### config.mk
export PLATFORM = sky130hd
export DESIGN_NAME = pekwi_top
export DESIGN_NICKNAME = d
export VERILOG_FILES = /design/src/inc/pekwi_pkg.sv /design/src/hdl/pekwi_top.sv
export SDC_FILE = /design/constraint.sdc
export NUM_CORES = 1
export LEC_CHECK = 0
export ABC_CLOCK_PERIOD_IN_PS = 3700
export BUFFER_PORTS_ARGS = -buffer_cell sky130_fd_sc_hd__clkbuf_2
export CORE_MARGIN = 5
export CORE_UTILIZATION = 40
export CTS_BUF_LIST = sky130_fd_sc_hd__clkbuf_4 sky130_fd_sc_hd__clkbuf_8
export DETAILED_ROUTE_END_ITERATION = 7
export PLACE_DENSITY = 0.82
export SKIP_LAST_GASP = 1
export SYNTH_ARGS = -nofsm -noshare
export SYNTH_HDL_FRONTEND = slang
export SYNTH_SLANG_ARGS = --single-unit
### constraint.sdc
create_clock -name pclk -period 3.7 [get_ports pclk]
set_input_delay 0.185 -clock pclk [delete_from_list [all_inputs] [get_ports pclk]]
set_output_delay 0.185 -clock pclk [all_outputs]
set_load 0.1 [all_outputs]
### src/inc/pekwi_pkg.sv
// Package: register map, field positions and types for the port keypad wake interrupt unit
package pekwi_pkg;

    localparam int          PEKWI_NPINS        = 4;
    localparam logic [31:0] PEKWI_ENABLE_ADDR  = 32'h0000000f * 4;  // Printed offset is an index
    localparam logic [31:0] PEKWI_STATUS_ADDR  = 32'h00000010 * 4;  // Status/control index
    localparam logic [31:0] PEKWI_PINDIR_ADDR  = 32'h00000011 * 4;  // Pin direction index
    localparam logic [31:0] PEKWI_PINDATA_ADDR = 32'h00000012 * 4;  // Pin level index
    localparam logic [15:0] PEKWI_VECTOR_ADDR  = 16'hffec;          // Vector pair low byte
    localparam logic [7:0]  PEKWI_ENABLE_RST   = 8'h00;
    localparam logic [3:0]  PEKWI_DIR_RST      = 4'h0;
    localparam int          PEKWI_PULLUP_LSB   = 4;
    localparam int          PEKWI_FLAG_BIT     = 3;
    localparam int          PEKWI_ACK_BIT      = 2;
    localparam int          PEKWI_MASK_BIT     = 1;
    localparam int          PEKWI_MODE_BIT     = 0;

    // Control bits held by the status/control register
    typedef struct packed {
        logic request_mask;
        logic sense_level_select;
    } pekwi_ctrl_t;

    // Pin side of the block travels together
    typedef struct packed {
        logic [3:0] pin_pullup_select;
        logic [3:0] pin_out_en_n;
    } pekwi_pin_ctrl_t;

endpackage : pekwi_pkg

### src/hdl/pekwi_top.sv
// Design: four-pin keypad wake interrupt unit with an APB register slave
//
// Operation
// - Enable bits 3:0 pick which pins raise keypad requests.
// - Enabling a pin as a source leaves its pull-up untouched.
// - Enable bits 7:4 switch pin pull-ups on; cleared by reset.
// - Latch request when an enabled pin falls after all were high.
// - Edge mode: a fall is ignored while another enabled pin is low.
// - Level mode: request stays while any enabled pin is low.
// - Level mode: clear needs acknowledge and all pins high, any order.
// - CPU vector fetch of this unit counts as an acknowledge.
// - Writing one to acknowledge bit acknowledges; it reads zero always.
// - Falling edge after an acknowledge latches a fresh request.
// - Unmasked pending request steers the CPU to vector ffec/ffed.
// - Edge mode: fetch or software acknowledge clears request at once.
// - Reset clears request and sense bit even with a pin low.
// - Pending flag shows latched request regardless of mask.
// - Mask bit one blocks request from the CPU; reset clears it.
// - Sense bit one: edge plus low level; zero: falling edge only.
// - Status bits 7:4 read as zero.
// - Enabling a pin as source forces it to input direction.
// - Enable register at index 000f, resets to zero.
module pekwi_top
    import pekwi_pkg::*;
(
    input  wire logic                    pclk,
    input  wire logic                    presetn,
    input  wire logic                    psel,
    input  wire logic                    penable,
    input  wire logic                    pwrite,
    input  wire logic [31:0]             paddr,
    input  wire logic [31:0]             pwdata,
    input  wire logic [3:0]              pstrb,
    output logic      [31:0]             prdata,
    output logic                         pready,
    output logic                         pslverr,
    input  wire logic [3:0]              key_pin_in,
    input  wire logic [3:0]              port_out_data,
    output logic      [3:0]              key_pin_out,
    output logic      [3:0]              key_pin_oe_n,
    output logic      [3:0]              pin_pullup_select,
    input  wire logic                    vector_fetch,
    output logic                         irq_request,
    output logic      [15:0]             irq_vector_addr
);

    // Request tracker states
    typedef enum logic [1:0]
    {
        REQ_IDLE,
        REQ_PENDING,
        REQ_ACKED
    } pekwi_req_state_t;

    logic [7:0]         enable_ff;
    logic [3:0]         pin_direction_ff;
    pekwi_ctrl_t        ctrl_ff;
    pekwi_req_state_t   req_state_ff;
    pekwi_req_state_t   nxt_req_state;
    logic               pending;
    logic [3:0]         sync1_ff;
    logic [3:0]         sync2_ff;
    logic               any_low_prev_ff;
    logic [31:0]        prdata_ff;
    logic               pslverr_ff;
    pekwi_pin_ctrl_t    pin_ctrl;
    logic [3:0]         key_pin_irq_select;
    logic               wr_access;
    logic               rd_access;
    logic               request_acknowledge;
    logic               any_low;
    logic               fall_event;
    logic               ack_any;
    logic               setup_phase;
    logic               level_mode;
    logic [31:0]        nxt_prdata;
    logic               nxt_pslverr;

    // Known register offset test, shared by read and write paths
    function automatic logic addr_known(input logic [31:0] a);
        return (a == PEKWI_ENABLE_ADDR) || (a == PEKWI_STATUS_ADDR) ||
               (a == PEKWI_PINDIR_ADDR) || (a == PEKWI_PINDATA_ADDR);
    endfunction

    // Write strobe for one register
    // Only byte lane 0 carries register data
    function automatic logic reg_write_hit(input logic        wr,
                                           input logic [31:0] a,
                                           input logic [3:0]  strb,
                                           input logic [31:0] target);
        return wr && (a == target) && strb[0];
    endfunction

    // Register map, one byte per word:
    //   enable     7:4 pull-ups, 3:0 sources
    //   status     3 pending flag, read only
    //              2 acknowledge, reads zero
    //              1 request mask
    //              0 level sensing on
    //   direction  3:0, one is an output
    //   pin level  3:0, synchronised, read only
    // Upper 24 bits always read zero.
    // Other addresses: error, no effect.

    // Bus timing: no wait states.
    // Read data is latched at the setup edge
    // and holds until the next read.
    // Writes land at the access edge.

    // Pin timing: a pin low before edge N
    // reaches the detector after N+1 and
    // sets the request at N+2.
    // Pulses under one clock may be missed;
    // key bounce is left to software.

    // Reset state: all registers zero, so
    // no source, no pull-up, all inputs.
    // The synchroniser resets high, like an
    // idle pulled pin, so no false edge.

    // Hazards left to software:
    // enabling a pin whose pad has not risen
    // latches a false request, so mask,
    // make inputs, enable, acknowledge,
    // then unmask.
    // A pull-up hides an open key on reads.

    // Limits: pstrb[0] low ignores a write.
    // Port data lives outside this block;
    // key_pin_out passes port_out_data.
    // The vector address is a constant; the
    // CPU returns a vector_fetch pulse.

    // Zero-wait slave: access phase completes in its first cycle
    assign pready      = 1'b1;
    assign setup_phase = psel && !penable;
    assign wr_access   = psel && penable && pwrite;
    assign rd_access   = setup_phase && !pwrite;

    assign key_pin_irq_select = enable_ff[3:0];
    // Sense select from the control register
    assign level_mode         = ctrl_ff.sense_level_select;

    // Acknowledge is a write strobe only, never stored
    assign request_acknowledge = reg_write_hit(wr_access, paddr, pstrb, PEKWI_STATUS_ADDR)
                                 && pwdata[PEKWI_ACK_BIT];

    // Keys are asynchronous to pclk; two flops
    // cost two cycles but tame metastability.
    // First stage, resets high
    always_ff @(posedge pclk or negedge presetn)
    begin
        if (!presetn)
            sync1_ff <= 4'hf;
        else
            sync1_ff <= key_pin_in;
    end

    // Second stage feeds detector and reads
    always_ff @(posedge pclk or negedge presetn)
    begin
        if (!presetn)
            sync2_ff <= 4'hf;
        else
            sync2_ff <= sync1_ff;
    end

    // Detector: any_low ORs the enabled pins.
    // In edge mode only its rise latches, which ignores a
    // second key while the first is held.
    // Changing enables can make such a rise,
    // hence masking while reconfiguring.

    // Only the all-high to some-low transition counts as an edge
    assign any_low    = |(~sync2_ff & key_pin_irq_select);
    assign fall_event = any_low && !any_low_prev_ff;
    // Vector fetch and software write both acknowledge
    assign ack_any    = request_acknowledge || vector_fetch;

    always_ff @(posedge pclk or negedge presetn)
    begin
        if (!presetn)
            any_low_prev_ff <= 1'b0;
        else
            any_low_prev_ff <= any_low;
    end

    // Request tracker
    //   REQ_IDLE     nothing latched
    //   REQ_PENDING  latched, shown in the flag
    //   REQ_ACKED    level mode: acknowledged,
    //                waiting for pins high
    // An edge beats a same-cycle acknowledge,
    // so no key press is lost.
    // No counters: only acknowledge or reset
    // can end a request.
    always_comb
    begin
        nxt_req_state = req_state_ff;
        case (req_state_ff)
            REQ_IDLE:
            begin
                // Level mode raises the request while a pin is low
                if (level_mode && any_low)
                    nxt_req_state = REQ_PENDING;
            end
            REQ_PENDING:
            begin
                // Edge mode clears at once on acknowledge
                if (ack_any && !level_mode)
                    nxt_req_state = REQ_IDLE;
                // Level mode also needs all pins high
                else if (ack_any && !any_low)
                    nxt_req_state = REQ_IDLE;
                else if (ack_any)
                    nxt_req_state = REQ_ACKED;
            end
            REQ_ACKED:
            begin
                // Back in edge mode the request stays latched
                if (!level_mode && ack_any)
                    nxt_req_state = REQ_IDLE;
                else if (!level_mode)
                    nxt_req_state = REQ_PENDING;
                // Pins high completes the clear, either order
                else if (!any_low)
                    nxt_req_state = REQ_IDLE;
            end
            default:
                nxt_req_state = REQ_IDLE;
        endcase
        // Latch on falling edge; a later edge re-arms
        if (fall_event)
            nxt_req_state = REQ_PENDING;
    end

    // Reset drops the request even with a pin held low
    always_ff @(posedge pclk or negedge presetn)
    begin
        if (!presetn)
            req_state_ff <= REQ_IDLE;
        else
            req_state_ff <= nxt_req_state;
    end
    assign pending = (req_state_ff != REQ_IDLE);

    // Enable register write; pull-up half resets to zero
    always_ff @(posedge pclk or negedge presetn)
    begin
        if (!presetn)
            enable_ff <= PEKWI_ENABLE_RST;
        else if (reg_write_hit(wr_access, paddr, pstrb, PEKWI_ENABLE_ADDR))
            enable_ff <= pwdata[7:0];
    end

    // Sense and mask bits, both cleared by reset
    always_ff @(posedge pclk or negedge presetn)
    begin
        if (!presetn)
            ctrl_ff <= '0;
        else if (reg_write_hit(wr_access, paddr, pstrb, PEKWI_STATUS_ADDR))
        begin
            ctrl_ff.request_mask       <= pwdata[PEKWI_MASK_BIT];
            ctrl_ff.sense_level_select <= pwdata[PEKWI_MODE_BIT];
        end
    end

    // Port direction bits live here so the override can be applied
    always_ff @(posedge pclk or negedge presetn)
    begin
        if (!presetn)
            pin_direction_ff <= PEKWI_DIR_RST;
        else if (reg_write_hit(wr_access, paddr, pstrb, PEKWI_PINDIR_ADDR))
            pin_direction_ff <= pwdata[3:0];
    end

    // A source pin is always an input, so a key
    // never fights the port driver; the kept
    // direction bit returns when disabled.
    // Enabled source pins never drive, whatever the direction bit
    // Pull-ups come only from the upper enable bits
    always_comb
    begin
        pin_ctrl.pin_out_en_n      = ~(pin_direction_ff & ~key_pin_irq_select);
        pin_ctrl.pin_pullup_select = enable_ff[7:4];
    end
    assign key_pin_oe_n      = pin_ctrl.pin_out_en_n;
    assign pin_pullup_select = pin_ctrl.pin_pullup_select;
    assign key_pin_out       = port_out_data;

    // Mask gates the CPU request; fixed vector address
    assign irq_request     = pending && !ctrl_ff.request_mask;

    // Vector location is fixed for this unit
    assign irq_vector_addr = PEKWI_VECTOR_ADDR;

    // Read data captured in setup so it is stable through the access phase
    always_comb
    begin
        nxt_prdata = prdata_ff;
        if (rd_access)
        begin
            nxt_prdata = 32'h00000000;
            if (paddr == PEKWI_ENABLE_ADDR)
                nxt_prdata[7:0] = enable_ff;
            // Upper status bits and acknowledge read zero
            else if (paddr == PEKWI_STATUS_ADDR)
            begin
                nxt_prdata[PEKWI_FLAG_BIT] = pending;
                nxt_prdata[PEKWI_MASK_BIT] = ctrl_ff.request_mask;
                nxt_prdata[PEKWI_MODE_BIT] = ctrl_ff.sense_level_select;
            end
            else if (paddr == PEKWI_PINDIR_ADDR)
                nxt_prdata[3:0] = pin_direction_ff;
            else if (paddr == PEKWI_PINDATA_ADDR)
                nxt_prdata[3:0] = sync2_ff;
        end
    end

    // Error decided in setup and held over the access edge,
    // where the master samples it
    always_comb
    begin
        nxt_pslverr = 1'b0;
        if (setup_phase)
            nxt_pslverr = !addr_known(paddr);
        else if (psel && penable)
            nxt_pslverr = pslverr_ff;
    end

    // Read data register
    always_ff @(posedge pclk or negedge presetn)
    begin
        if (!presetn)
            prdata_ff <= 32'h00000000;
        else
            prdata_ff <= nxt_prdata;
    end

    // Error register
    always_ff @(posedge pclk or negedge presetn)
    begin
        if (!presetn)
            pslverr_ff <= 1'b0;
        else
            pslverr_ff <= nxt_pslverr;
    end

    assign prdata  = prdata_ff;
    assign pslverr = pslverr_ff && psel && penable;  // Unmapped address: error, no effect

endmodule // pekwi_top

==> out/metrics.csv <==
stage,metric,value,unit
outcome,status,"finished, violations left",
outcome,failing checks,negative hold slack,
die,# rows,25,
clock_network,number of clock sinks,34,
sta,"Setup violations, final",0,
sta,Hold WS,-15.7,ps
global_routing,largest net degree at the start of global routing,35,
worst_hold_path,worst hold path class,in -> async,
clock_network,CTS buffer count,5,
worst_setup_path,Buf/Inv on CP,1,
cells_and_area,fin nets,342,
worst_setup_path,worst path cell trace,clkbuf_2 > nor4_1 > and4_1 > nand4_2 > or3_1 > mux2_4,
clock_network,number of H-tree levels,2,
die,I/O pins,145,
worst_setup_path,crit path DAT,2010,ps
global_routing,initial antenna violation count,0,
global_routing,GR Util All Layers,0.135,
worst_setup_path,CP Capture Type,flop,
clock_network,setup bufs post-CTS,0,
clock_network,Clock Latency Late Sink,280,ps
cells_and_area,ant diodes,0,
clock_network,Worst-path clk slew,70,ps
die,Die Width,79.9,um
cells_and_area,"Area growth, synth to finish",16.5,%
sta,max-slew violations,0,
power_and_ir_drop,cell area power density,407,nW/um2
synth,Post-Synthesis Cells,193,
detailed_routing,via count,1447,
worst_setup_path,slowest CP cell,or3_1,
sta,Max Clock Skew,5.33,ps
synth,#FFs+latches synth,34,
synth,top_reg_cell synth,dfrtp_1,
die,Die Ht,79.9,um
flow_run,Max Cap Viol,0,
detailed_routing,Routed wire per std cell,13.0,um
clock_network,CTS tree,yes,
placed_design,global placer's final weighted congestion,0.850,
detailed_routing,DR DRC count,0,
synth,"Distinct cells, synth",36,
placed_design,# port buffers,68,
power_and_ir_drop,peak supply drop,0.000306,V
die,Initial Utilization,0.414,
cells_and_area,design area,2280,um2
synth,synth warn,0,
synth,number of synthesized flops with an enable pin,0,
worst_setup_path,Worst Path Max Fanout,10,
detailed_routing,Initial DRT Pass Iterations,4,
worst_setup_path,max incr delay on CP,670,ps
cells_and_area,share of layout cells above drive strength 1,0.383,
sta,Least-Margin Pin Slew,810,ps
worst_setup_path,"Req. time, crit path",3870,ps
sta,setup TNS,0,ps
synth,sequential fraction of the synthesis area,0.440,
global_routing,first-pass GRT wire length,6.67,mm
detailed_routing,Initial DRC Count,38,
worst_setup_path,Worst Setup Path Type,in -> reg,
global_routing,number of global-route vias before repair,1501,
sta,Max-slew headroom,0.460,
clock_network,CTS max path bufs,2,
sta,RSZ-0062 raised after global routing,false,
die,total core area,4720,um2
synth,Post-synth ARST share,1.00,
sta,FMAX,542,MHz
detailed_routing,DRT Wirelength,4.26,mm
detailed_routing,vias per std cell,4.41,
sta,Final Hold Fails,26,
sta,min Tclk post-route,1840,ps
worst_setup_path,element type at the critical path start,input port,
synth,Post-Syn Area,1960,um2
synth,average instance area after synthesis,10.1,um2
sta,fin crit share,0.498,
power_and_ir_drop,leakage,1.19,nW
die,die area,6390,um2
cells_and_area,# fillers,449,
worst_setup_path,"delay-heaviest family, CP",simple AND/OR/NAND/NOR gates,
global_routing,remaining global-route overflow,0,
placed_design,HPWL Detailed,3.45,mm
detailed_routing,Antenna Violating Nets Remaining,0,
clock_network,CTS root buf,clkbuf_8,
placed_design,Post-DP Area,2140,um2
[area by class of cell]
class	instances	area, um2	share of cell area
sequential	34	861	0.378
clock inverter	1	5.00	0.00220
inverter	8	30.0	0.0132
timing repair buffer	72	380	0.167
tap	67	83.8	0.0368
multi-input combinational	139	828	0.364
clock buffer	7	90.1	0.0395
[stage by stage]
| stage | power (mW) | worst slack, ps | hold slack [ps] | utilization | std cells |
|---|---|---|---|---|---|
| after floorplan | 0.656 | 1850 | -111 | - | 232 |
| after global placement | 0.642 | 1540 | 272 | 0.454 | 316 |
| after detailed placement | 0.644 | 1530 | 274 | 0.454 | 316 |
| after CTS | 0.934 | 1830 | 10.2 | 0.482 | 328 |
| after global routing | 0.964 | 1700 | 52.3 | 0.482 | 328 |
| final | 0.928 | 1860 | -15.7 | 0.482 | 328 |
[cell usage in the layout, fill, tap and decap left out, drive strengths merged, types with 6 or more instances in the layout]
cell    Yosys  final
nor3        6      6
nand2b      6      6
nor4        6      6
conb        2     41
dfstp       8      8
clkbuf      1     75
mux2       13     13
inv         8      8
nand2      21     21
dfrtp      26     26
o21ai       7      7
[cell families (layout without fill, tap and decap cells)]
group	Yosys count	count (layout)	share of synthesized area
AOI/OAI and AO/OA	26	26	0.0902
and+or+nand+nor	58	58	0.161
muxes	14	14	0.0934
other	2	41	0.00384
DFF	34	34	0.440
buffers and inverters	59	88	0.211
[sequential cells by signal (all words and copies together) (netlist names)]
register,cells
sync2_ff,4
pin_direction_ff,4
prdata,8
ctrl_ff,1
req_state_ff,2
pslverr_ff,1
sync1_ff,4
any_low_prev_ff,1
level_mode,1
enable_ff,8
[timing repair]
action                     4_1_cts  5_1_grt
setup endpoints to repair        0        0
hold endpoints to repair         4        0
resized for setup                0        0
hold buffers                     4        0
[cell usage after synthesis, types with 2 or more instances]
cell      count  area, um2
buf_4        49        368
dfrtp_1      26        651
nand2_1      21       78.8
dfstp_2       8        210
inv_1         8       30.0
mux2_4        7        105
o21ai_0       7       35.0
mux2_2        6       67.6
nand2b_1      6       37.5
nor4_1        6       37.5
nor3_1        5       25.0
a21oi_1       4       20.0
nor2_1        4       15.0
nor2b_1       4       25.0
o31ai_1       4       30.0
a22oi_1       3       22.5
a22o_1        2       17.5
conb_1        2       7.51
nand4_1       2       12.5
o22ai_1       2       12.5
or3_1         2       12.5
[path summary, 6_finish.rpt]
| path | to | slack (ps) | startpoint | cells after the start |
|---|---|---|---|---|
| setup / recovery | enable_ff[6] | 1860 | paddr[1] | 6 |
| hold reg to reg | sync2_ff[0] | 360 | sync1_ff[0] | 0 |
| setup reg to reg | req_state_ff[0] | 2350 | sync2_ff[3] | 4 |
| max in group asynchronous | level_mode | 3210 | presetn | 1 |
| hold / removal | pin_direction_ff[1] | -20 | presetn | 1 |
| min in group pclk | enable_ff[4] | 130 | pwdata[4] | 2 |
[report_power, final]
part	total [mW]	leakage (nW)	internal, mW	switching [mW]
registers	0.385	0.437	0.382	0.00338
logic	0.257	0.702	0.0329	0.224
clock network	0.286	0.0517	0.157	0.129
[layer usage]
layer | part of all wire | up-vias | global-route usage
met1 | 0.37 | 675 | 0.154
met5 | 0 | - | 0
li1 | - | 706 | -
met3 | 0.083 | 7 | 0.0451
met2 | 0.53 | 59 | 0.231
met4 | 0.014 | 0 | 0.0507
No activity file was read; power rests on OpenSTA's default activity.
